--- src/inc/oaple_pkg.sv ---
package oaple_pkg;
   localparam int WORD_W = 16;
   localparam int DATA_W = 8;
   localparam int ADDR_W = 12;
   localparam int BANK_W = 4;
   localparam int PTR_N = 3;
   localparam int PTR_SEL_W = 2;
   localparam int PHASE_W = 2;
   // opcode patterns
   localparam logic [7:0] OP_OR_LIT = 8'h09;
   localparam logic [5:0] OP_OR_FILE = 6'h04;
   localparam logic [9:0] OP_PTR_W1 = 10'h3b8;
   localparam logic [7:0] OP_PTR_W2 = 8'hf0;
   // phase codes Q1..Q4
   localparam logic [1:0] PH_Q1 = 2'h0;
   localparam logic [1:0] PH_Q2 = 2'h1;
   localparam logic [1:0] PH_Q3 = 2'h2;
   localparam logic [1:0] PH_Q4 = 2'h3;
   // access bank: low part is at bank 0, high part at bank f
   localparam logic [7:0] ACCESS_SPLIT = 8'h60;
   localparam logic [7:0] INDEX_MAX = 8'h5f;
   localparam logic [3:0] ACCESS_HI_BANK = 4'hf;
   localparam logic [3:0] ACCESS_LO_BANK = 4'h0;
   localparam logic [7:0] ACC_RESET = 8'h00;
   localparam logic [11:0] PTR_RESET = 12'h000;
   localparam int NEG_BIT = 7;
   localparam int IDX_PTR = 2;
   typedef enum logic [1:0] {OAPLE_IDLE, OAPLE_PTR_LOW} oaple_state_t;
endpackage : oaple_pkg

--- src/oaple_core.sv ---
`timescale 1ns/1ps
`default_nettype none
module oaple_core
   import oaple_pkg::*;
#(
   parameter int PTRS = oaple_pkg::PTR_N
) (
   input wire logic clk_sys,
   input wire logic rst,
   input wire logic [oaple_pkg::PHASE_W-1:0] phase,
   input wire logic [oaple_pkg::WORD_W-1:0] instr,
   input wire logic instr_valid,
   input wire logic ext_set_en,
   input wire logic [oaple_pkg::BANK_W-1:0] bank_select_reg,
   input wire logic [oaple_pkg::DATA_W-1:0] file_rdata,
   output logic [oaple_pkg::ADDR_W-1:0] file_addr,
   output logic [oaple_pkg::DATA_W-1:0] file_wdata,
   output logic file_we,
   output logic [oaple_pkg::DATA_W-1:0] acc,
   output logic flag_neg,
   output logic flag_zero,
   output logic [oaple_pkg::ADDR_W-1:0] indirect_pointer [PTRS],
   output logic busy
);
   import oaple_pkg::*;

   // indexed mode reads pointer IDX_PTR, so fewer pointers cannot serve it
   if (PTRS < IDX_PTR + 1 || PTRS > (1 << PTR_SEL_W)) begin : g_bad_ptrs
      $error("pointer count out of range");
   end

   oaple_state_t state;
   logic [PTR_SEL_W-1:0] ptr_sel;
   logic is_or_lit, is_or_file, is_ptr1, is_ptr2, q4;
   logic dest_file, access_bit, indexed;
   logic [7:0] faddr;
   logic [DATA_W-1:0] result;
   logic [ADDR_W-1:0] next_addr;

   // updates land on the Q4 edge, except file_wdata, captured every valid file-OR cycle; a flushed slot changes nothing
   assign q4 = (phase == PH_Q4) && instr_valid;
   assign is_or_lit = (state == OAPLE_IDLE) && (instr[15:8] == OP_OR_LIT);
   assign is_or_file = (state == OAPLE_IDLE) && (instr[15:10] == OP_OR_FILE);
   assign is_ptr1 = (state == OAPLE_IDLE) && (instr[15:6] == OP_PTR_W1)
      && (32'(instr[5:4]) < PTRS);
   assign is_ptr2 = (state == OAPLE_PTR_LOW) && (instr[15:8] == OP_PTR_W2);
   assign dest_file = instr[9];
   assign access_bit = instr[8];
   assign faddr = instr[7:0];
   assign indexed = !access_bit && ext_set_en && (faddr <= INDEX_MAX);

   // the indexed sum wraps within the 12-bit data space
   // access bank, banked, indexed offset from pointer 2
   always_comb begin
      if (indexed) begin
         next_addr = indirect_pointer[IDX_PTR] + {4'h0, faddr};
      end else if (access_bit) begin
         next_addr = {bank_select_reg, faddr};
      end else if (faddr < ACCESS_SPLIT) begin
         next_addr = {ACCESS_LO_BANK, faddr};
      end else begin
         next_addr = {ACCESS_HI_BANK, faddr};
      end
   end
   assign file_addr = next_addr;

   // the literal sits in the same low byte as the file address
   assign result = is_or_lit ? (acc | faddr) : (acc | file_rdata);

   // write data is captured every file-OR cycle, so the Q4 write needs no
   // extra stage; this relies on file_rdata holding steady from Q3 on
   // file write-back when destination set
   assign file_we = q4 && is_or_file && dest_file;
   always_ff @(posedge clk_sys or posedge rst) begin
      if (rst) begin
         file_wdata <= ACC_RESET;
      end else if (instr_valid && is_or_file) begin
         file_wdata <= result;
      end
   end

   always_ff @(posedge clk_sys or posedge rst) begin
      if (rst) begin
         acc <= ACC_RESET;
      end else if (q4 && (is_or_lit || (is_or_file && !dest_file))) begin
         acc <= result;
      end
   end

   // flags follow every OR, a written-back one too
   // status flags
   always_ff @(posedge clk_sys or posedge rst) begin
      if (rst) begin
         flag_neg <= 1'b0;
         flag_zero <= 1'b0;
      end else if (q4 && (is_or_lit || is_or_file)) begin
         flag_neg <= result[NEG_BIT];
         flag_zero <= (result == ACC_RESET);
      end
   end

   // a second word that is not the low-byte word drops the load;
   // the high nibble written in the first cycle then stays
   always_ff @(posedge clk_sys or posedge rst) begin
      if (rst) begin
         state <= OAPLE_IDLE;
         ptr_sel <= '0;
      end else if (q4) begin
         case (state)
            OAPLE_IDLE: begin
               if (is_ptr1) begin
                  state <= OAPLE_PTR_LOW;
                  ptr_sel <= instr[5:4];
               end
            end
            OAPLE_PTR_LOW: state <= OAPLE_IDLE;
            default: state <= OAPLE_IDLE;
         endcase
      end
   end
   assign busy = (state == OAPLE_PTR_LOW);

   // one register per pointer; selects past PTRS are refused at decode
   for (genvar g = 0; g < PTRS; g++) begin : g_ptr
      always_ff @(posedge clk_sys or posedge rst) begin
         if (rst) begin
            indirect_pointer[g] <= PTR_RESET;
         end else if (q4 && is_ptr1 && 32'(instr[5:4]) == g) begin
            indirect_pointer[g][11:8] <= instr[3:0];
         end else if (q4 && is_ptr2 && 32'(ptr_sel) == g) begin
            indirect_pointer[g][7:0] <= instr[7:0];
         end
      end
   end
endmodule : oaple_core
`default_nettype wire

--- config.mk ---
export PLATFORM = sky130hd
export DESIGN_NAME = oaple_core
export DESIGN_NICKNAME = d
export VERILOG_FILES = /design/src/inc/oaple_pkg.sv /design/src/oaple_core.sv
export SDC_FILE = /design/constraint.sdc
export NUM_CORES = 1
export LEC_CHECK = 0
export BUFFER_PORTS_ARGS = -buffer_cell sky130_fd_sc_hd__buf_2
export CORE_MARGIN = 2
export CORE_UTILIZATION = 32
export DETAILED_ROUTE_END_ITERATION = 7
export PLACE_DENSITY = 0.64
export SKIP_CTS_REPAIR_TIMING = 1
export SLEW_MARGIN = 30
export SYNTH_ARGS = -nofsm -noshare
export SYNTH_HDL_FRONTEND = slang
export SYNTH_SLANG_ARGS = --single-unit
--- constraint.sdc ---
create_clock -name clk_sys -period 2.7 [get_ports clk_sys]
set_input_delay 0.54 -clock clk_sys [delete_from_list [all_inputs] [get_ports clk_sys]]
set_output_delay 0.54 -clock clk_sys [all_outputs]
set_load 0.005 [all_outputs]
-- Word level (Yosys, flattened, before mapping)
Index checks and enable logic that the tools add are counted.
- add/sub/neg operators: 1
- $lt $le $gt $ge: 3
- eq/ne operators: 11
- mux-type cells: 6
- bitwise gates (word level): 5
- reductions and logical operators: 35
- operator list (kind ; count):
    12-bit two-way mux ; 3
    1-bit logical AND ; 22
    8-bit bitwise OR ; 2
    12-bit by 8-bit adder with 12-bit output ; 1
    10-bit equality test, second input constant ; 1
    8-bit by 4-bit equality test with 1-bit output, second input constant ; 1
    8-bit equality test, second input constant ; 1
    8-bit by 7-bit less-or-equal comparator with 1-bit output, second input constant ; 1
    8-bit logical NOT ; 1
    8-bit by 7-bit less-than comparator with 1-bit output, second input constant ; 1
    8-bit two-way mux ; 1
    2-bit AND reduction ; 4
    2-bit by 1-bit equality test with 1-bit output, second input constant ; 3
    2-bit equality test, second input constant ; 3
    6-bit by 3-bit equality test with 1-bit output, second input constant ; 1
    2-bit logical NOT ; 3
    2-bit two-way mux ; 2
    1-bit NOT ; 3
    3-bit AND reduction ; 1
    1-bit logical NOT ; 2
    1-bit logical OR ; 2
    2-bit less-than comparator, second input constant ; 1
    2-bit != test, second input constant ; 1
- bits in registers: 58
- input port bits: 34
- output and inout bits: 68
- logic and storage cells: 73

-- Logic depth before layout (Yosys ltp)
Gate-level depths: netlist of the first run.
- depth after elaboration: 7
- gate-level depth with buffers: 7
- depth with buffers taken out: 7

-- Worst setup path after synthesis of the first run
Ideal clock, no wire load.
- path kind: input to output
- start: input instr[1] in the netlist's numbering
- end: output file_addr[10] in the netlist's numbering
- data arrival time: 2.330 ns
- data required time: 2.160 ns
- path slack: -0.170 ns
- stages on the path: 7
- buffers on the path: 1
- cells stage by stage: clkbuf_1 > inv_1 > fa_1 > and3b_1 > nor3_1 > or4b_2 > nand3_1
- longest elaborated chain between the ends: 4
- elaborated cells on any way between the ends: 7
- those cells by class: add/sub (1); order compare (2); mux (3); reduce/logical (1)
- RTL lines (item ; RTL line ; RTL):
    start, declared ; oaple_core.sv:11 ; input wire logic [oaple_pkg::WORD_W-1:0] instr,
    8-bit by 7-bit less-than comparator with 1-bit output ; oaple_core.sv:59 ; end else if (faddr < ACCESS_SPLIT) begin
    12-bit two-way mux ; oaple_core.sv:59 ;
    12-bit two-way mux ; oaple_core.sv:57 ; end else if (access_bit) begin
    12-bit two-way mux (*) ; oaple_core.sv:55 ; if (indexed) begin
    end, declared ; oaple_core.sv:16 ; output logic [oaple_pkg::ADDR_W-1:0] file_addr,
Mark *: on every way between the ends. The rest lies on a longest branch, timed or not.

-- Worst setup path in the final report of the first run
- start: register indirect_pointer[0] in the netlist's numbering
- end: output file_addr[10] in the netlist's numbering
- longest elaborated chain between the ends: 2
- RTL lines (item ; RTL line ; RTL):
    start, declared ; oaple_core.sv:22 ; output logic [oaple_pkg::ADDR_W-1:0] indirect_pointer [PTRS],
    start signal, assigned by index ; oaple_core.sv:129 ; indirect_pointer[g][11:8] <= instr[3:0];
    start signal, assigned by index ; oaple_core.sv:131 ; indirect_pointer[g][7:0] <= instr[7:0];
    12-bit by 8-bit adder with 12-bit output ; oaple_core.sv:56 ; next_addr = indirect_pointer[IDX_PTR] + {4'h0, faddr};
    12-bit two-way mux ; oaple_core.sv:55 ;
No other way between the ends.

==> results of run 1 <==
## cells by family after synthesis
group | count (synthesis)
simple gates | 90
compound gates | 65
flops | 57
mux | 49
buf+inv | 23
fa+ha+maj | 9
xor+xnor | 2
## final cells by class
type | count | area, µm² | area share, %
well taps | 133 | 166 | 3.72
inverters | 10 | 37.5 | 0.840
repair buffers | 146 | 856 | 19.1
multi-input cells | 215 | 1770 | 39.7
clock inverters | 6 | 82.6 | 1.85
clock buffers | 10 | 128 | 2.85
flip-flops and latches | 57 | 1430 | 31.9
## power by group through the flow
stage / Sequential, mW / Combinational (mW) / Clock [mW]
after floorplan: 0.919 / 0.119 / 0
after global placement: 0.917 / 0.256 / 0
after detailed placement: 0.917 / 0.263 / 0
after CTS: 0.902 / 0.264 / 0.879
after global routing: 0.905 / 0.303 / 0.926
final: 0.903 / 0.272 / 0.862
## worst paths after layout
kind / start / to / slack [ps] / cells past startpoint
setup / recovery: indirect_pointer[0]$_DFFE_PP0P_ / file_addr[10] / -140 / 8
hold / removal: rst / indirect_pointer[12]$_DFFE_PP0P_ / 260 / 2
setup reg to reg: state[0]$_DFFE_PP0P_ / indirect_pointer[26]$_DFFE_PP0P_ / 480 / 5
hold reg to reg: file_wdata[7]$_DFFE_PP0P_ / file_wdata[7]$_DFFE_PP0P_ / 500 / 1
max in group asynchronous: rst / flag_neg$_DFFE_PP0P_ / 1850 / 3
min in group clk_sys: file_wdata[7]$_DFFE_PP0P_ / file_wdata[7]$_DFFE_PP0P_ / 500 / 1
## cells in the final DEF, fill, tap and decap left out, types with 7 or more instances in the layout
| cell | synthesis | layout |
|---|---|---|
| buf_2 | 3 | 101 |
| dfrtp_1 | 57 | 57 |
| buf_4 | 0 | 44 |
| mux2_2 | 35 | 35 |
| nor2_1 | 24 | 24 |
| nand2_1 | 18 | 18 |
| a21oi_1 | 12 | 12 |
| mux2i_1 | 10 | 10 |
| o21bai_1 | 9 | 9 |
| clkbuf_8 | 0 | 9 |
| inv_1 | 10 | 8 |
| nor4_1 | 7 | 7 |
| o21a_1 | 7 | 7 |
## per-stage QoR
step / std cells / setup TNS (ps) / hold slack [ps] / utilization, % / instance area, µm²
floorplan: 295 / 0 / 504 / - / 3180
CTS: 572 / -694 / 278 / 44.5 / 4310
finish: 577 / -188 / 265 / 46.2 / 4470
global route: 577 / -593 / 325 / 46.2 / 4470
global placement: 556 / -221 / 487 / 42.3 / 4100
detailed placement: 556 / -225 / 492 / 42.3 / 4100
## critical path: stages, from the launching register on
cell     delay (ps)
dfrtp_1         370
ha_2            190
inv_2            40
fa_2            330
and3b_2         270
nor3_2           60
or4b_4          510
nand3_2          80
buf_2           110
## sequential cells by signal, summed over array words and instances, names as in the netlist
name and count:
ptr_sel 2, file_wdata 8, flag_zero 1, flag_neg 1, acc 8, indirect_pointer 36
state 1
## per-layer routing
metal  vias to the layer above  wire length (µm)  global-route usage [%]
met5                         -                 0                       0
met4                         0               244                    7.79
met3                        19               467                    3.02
met1                      1482              4180                    24.3
met2                        82              4520                    29.9
li1                       1390                 -                       -
==> results by group, run 1 <==
Critical path
  • Required time worst endpoint: 2160 ps
  • CP endpoint kind: primary output
  • Kind of critical path: flip-flop to primary output
  • CP max FO: 3
  • Critical path arrival: 2300 ps
  • CP Launch Type: flip-flop

Clocking
  • H-tree depth: 3
  • Clock transition at the registers of the reported paths: 70 ps
  • Skew-Pair Late Insertion Delay: 340 ps
  • Root Buffer: clkbuf_8
  • Clk sinks: 57
  • CTS tree: done
  • CTS buffer count: 9
  • Clock tree buffer depth: 2

Min path
  • Hold Crit Class: input port to async pin

Power
  • Combinational Power Share: between 10% and 20%
  • Seq pwr share: 44.3%
  • Sw Share: 25.3%
  • VDD IR-drop max: 0.280 mV
  • PwrDens: 456 nW/µm²
  • Leakage power total: 2.33 nW
  • Internal power: approximately 1.5 mW
  • Clock share of power: 42.3%
  • Total power: 2.04 mW
  • Net switching power: roughly 0.5 mW

Yosys
  • Synth area leaders: dfrtp_1, mux2_2, ha_1, mux2i_1, nor2_1
  • Synth Area in Compound Gates: between 10 and 15%
  • Asr flop ratio synth: 100%
  • Post-synth top area cell: dfrtp_1
  • Number of synthesized flops with an enable pin: 0
  • Simple-Gate Fraction of Synth Area: 16.1%
  • Register area share after synthesis: a little under half
  • Xor-xnor portion of the synthesized cell area: 0.553%
  • Yosys Warn Count: 0
  • Top cells by count, synth: dfrtp_1, mux2_2, nor2_1
  • Synth Net Count: between 300 and 400
  • Post-synth top area share: 45.1%
  • Portion of netlist area occupied by mux cells: 17.5%
  • Post-Synthesis Cell Area: 3170 µm²
  • Top-count cell post-synth: dfrtp_1
  • Synth Instances: 295
  • Syn Area/Cell: 10.7 µm²
  • Synth Flop Type: dfrtp_1
  • Number of distinct library cells after synthesis: between 50 and 60
  • Largest family of logic cells by synthesized area: multiplexers
  • Adder-Cell Fraction of Synth Area: 3.79%
  • Seq cells post-synth: between 50 and 60

GRT
  • GRT overflow: 0
  • Largest net degree at the start of global routing: 32
  • First-pass GRT wire length: 14.9 mm
  • Initial antenna violation count: 0
  • Vias in the first global route: 2936
  • Total GRT Usage: between 10% and 20%

Cells and area
  • Fillers: 935
  • Net count, final: 482
  • Area delta synth->final: 41.2%
  • Layout cells sized above 1: between 50% and 60%
  • Diodes inserted: 0

Detailed routing
  • DR DRC count: 0
  • Vias/cell: approximately 5
  • 1st-pass router iterations: 4
  • Vias post-DR: 2973
  • Count of antenna-violating nets left after detailed routing: 0
  • WL final: between 9 and 10 mm
  • DR WL/cell: 16.3 µm
  • Initial drt markers: 142

Floorplanning
  • IO Count: 102
  • Initial Util: about 33%
  • Core area: 9680 µm²
  • Die area: ~11000 µm²
  • Die height: 103 µm
  • Die Width: 103 µm
  • Row count: 36

STA
  • Final setup margin: -136 ps
  • Endpoints failing setup: 2
  • Worst clock skew: 6.64 ps
  • Slew headroom: 59.5%
  • RSZ-0062 raised after global routing: true
  • Fin. Hold Viols: 0
  • Pins Over Slew Limit: 0
  • F_max: 0.353 GHz
  • Worst slew pin tran: 607 ps
  • Fin crit share: 105%
  • Tmin final: 2840 ps

Outcome
  • Outcome: finished with violations
  • Failing checks: negative setup slack

Run
  • Max Cap Viol: 0

Place
  • Pre-CTS WS: -183 ps
  • I/O Buffers: between 100 and 150
  • Dpl hpwl: between 6 and 7 mm
  • Routability-driven placement congestion ratio: 0.863
(Power assumes the default switching activity.)
==> inputs of run 2 (changes only) <==
--- a/config.mk
+++ b/config.mk
@@ -9,7 +9,7 @@
 export CORE_MARGIN = 2
 export CORE_UTILIZATION = 32
 export DETAILED_ROUTE_END_ITERATION = 7
-export PLACE_DENSITY = 0.64
+export PLACE_DENSITY_LB_ADDON = 0.3
 export SKIP_CTS_REPAIR_TIMING = 1
 export SLEW_MARGIN = 30
 export SYNTH_ARGS = -nofsm -noshare
==> run 2 against run 1 <==
Effect of this change: the flow still finishes with violations (negative setup slack); non-clock buffer count fell by 3; combinational power fell by 3%; largest cell class unchanged; first-iteration DRC count fell by 7.7%; worst setup slack improved by 53 ps; total power rose by 1.6%; global-route usage fell by 0.97 points; critical endpoint unchanged; clock-buffer cell count rose by 1.
==> results by group, run 2 (same netlist as run 1, synthesis figures left out) <==
Critical path
  • RR Startpoint: state[0]$_DFFE_PP0P_
  • Required time worst endpoint: 2160 ps
  • CP endpoint kind: primary output
  • RR Endpoint: indirect_pointer[25]$_DFFE_PP0P_
  • CP max FO: 2
  • Kind of critical path: flip-flop to primary output
  • FF-to-FF setup slack: 440 ps
  • CP endpoint: file_addr[10]
  • Crit path launch: indirect_pointer[0]$_DFFE_PP0P_
  • CP Launch Type: flip-flop
  • R2R cell count: 5
  • Critical path arrival: roughly 2200 ps

Min path
  • Hold Crit Class: input port to async pin

Cells and area
  • Net count, final: 479
  • Area delta synth->final: 38.5%
  • Largest registers: indirect_pointer x36, acc x8, file_wdata x8
  • Most frequent cells in the layout: buf_2, dfrtp_1, buf_4
  • Non-Filler Instances: 574
  • Commonest non-fill, non-tap cell in the layout: buf_2
  • Fillers: 946
  • Layout cells sized above 1: about half
  • Max reg flops: 36
  • FF+latch area: 1430 µm²
  • Multi-input logic area: 1700 µm²
  • Diodes inserted: 0
  • Top reg by flops: indirect_pointer

GRT
  • Total GRT Usage: 17.4%
  • Largest net degree at the start of global routing: 34
  • First-pass GRT wire length: 14.0 mm
  • GRT overflow: 0
  • Initial antenna violation count: 0
  • Vias in the first global route: 2746

Floorplanning
  • Die Width: 103 µm
  • Die height: 103 µm
  • Die area: 10700 µm²
  • Row count: 36
  • Core area: 9680 µm²
  • IO Count: 102
  • Initial Util: between 30% and 40%

Clocking
  • H-tree depth: 3
  • Skew-Pair Late Insertion Delay: 330 ps
  • Clock tree buffer depth: 2
  • Clk sinks: 57
  • Root Buffer: clkbuf_8
  • Clock transition at the registers of the reported paths: 70 ps
  • CTS tree: done
  • CTS buffer count: 9

Detailed routing
  • DR WL/cell: 16.0 µm
  • Vias post-DR: 2942
  • 1st-pass router iterations: 4
  • WL final: around 9 mm
  • Initial drt markers: 131
  • Count of antenna-violating nets left after detailed routing: 0
  • DR DRC count: 0
  • Vias/cell: about 5.1

Outcome
  • Outcome: finished with violations
  • Failing checks: negative setup slack

Place
  • I/O Buffers: approximately 100
  • Dpl hpwl: roughly 7 mm
  • Pre-CTS WS: -196 ps
  • Routability-driven placement congestion ratio: 0.891
  • Placed Cells: ~560

STA
  • F_max: approximately 0.36 GHz
  • Worst clock skew: a little under 9 ps
  • RSZ-0062 raised after global routing: true
  • Tmin final: between 2000 and 3000 ps
  • Final setup margin: -83.3 ps
  • Fin crit share: 103%
  • Slew headroom: a little over half
  • Fin. Hold Viols: 0
  • Endpoints failing setup: 1
  • Worst slew pin tran: 717 ps
  • Pins Over Slew Limit: 0

Run
  • Max Cap Viol: 0

Power
  • PwrDens: 472 nW/µm²
  • VDD IR-drop max: 0.269 mV
  • Leakage power total: 2.32 nW
-- run 2: cell count changes in the layout (fill, tap and decap cells not counted), sizes merged --
cell,change
buf,-3
clkinv,-1
clkbuf,+1
-- run 2: layer usage --
layer / vias up / global-route usage [%] / wire length, µm
li1: 1382 / - / -
met4: 0 / 5.97 / 155
met5: - / 0 / 0
met3: 12 / 5.04 / 527
met1: 1458 / 24.0 / 4250
met2: 90 / 26.3 / 4270
-- run 2: stage by stage --
step	util (%)	hold WS [ps]	cell area [µm²]	power, mW	setup TNS (ps)
after floorplan	-	504	3180	1.04	0
after global placement	42.1	486	4080	1.17	-178
after detailed placement	42.1	492	4080	1.18	-205
after CTS	44.5	342	4310	2.10	-539
after global routing	45.3	374	4380	2.18	-860
final	45.3	330	4380	2.07	-83.3
-- run 2: final cells by class --
class / count / share of cell area (%)
timing repair buffer: 143 / 18.7
inverter: 10 / 0.856
sequential: 57 / 32.5
tap: 133 / 3.80
multi-input combinational: 215 / 38.9
clock inverter: 5 / 1.77
clock buffer: 11 / 3.45
-- run 2: where the power goes --
part           switching [mW]  internal [mW]
clock network           0.338          0.567
logic                   0.143          0.120
registers              0.0178          0.884
total                   0.499           1.57
-- run 2: critical path, stage by stage, from the launching register on --
cell and delay [ps]:
dfrtp_1 360, ha_2 190, inv_2 40, fa_2 320
and3b_2 260, nor3_2 60, or4b_4 510, nand3_2 70
buf_2 100
-- run 2: worst min path at each step --
stage	depth (start not counted)	slack, ps	to	start
after floorplan	1	500	indirect_pointer[12]$_DFFE_PP0P_	indirect_pointer[12]$_DFFE_PP0P_
after global placement	1	490	indirect_pointer[12]$_DFFE_PP0P_	indirect_pointer[12]$_DFFE_PP0P_
after detailed placement	1	490	indirect_pointer[17]$_DFFE_PP0P_	indirect_pointer[17]$_DFFE_PP0P_
after CTS	2	340	indirect_pointer[32]$_DFFE_PP0P_	rst
after global routing	2	370	indirect_pointer[0]$_DFFE_PP0P_	rst
final	2	330	indirect_pointer[34]$_DFFE_PP0P_	rst
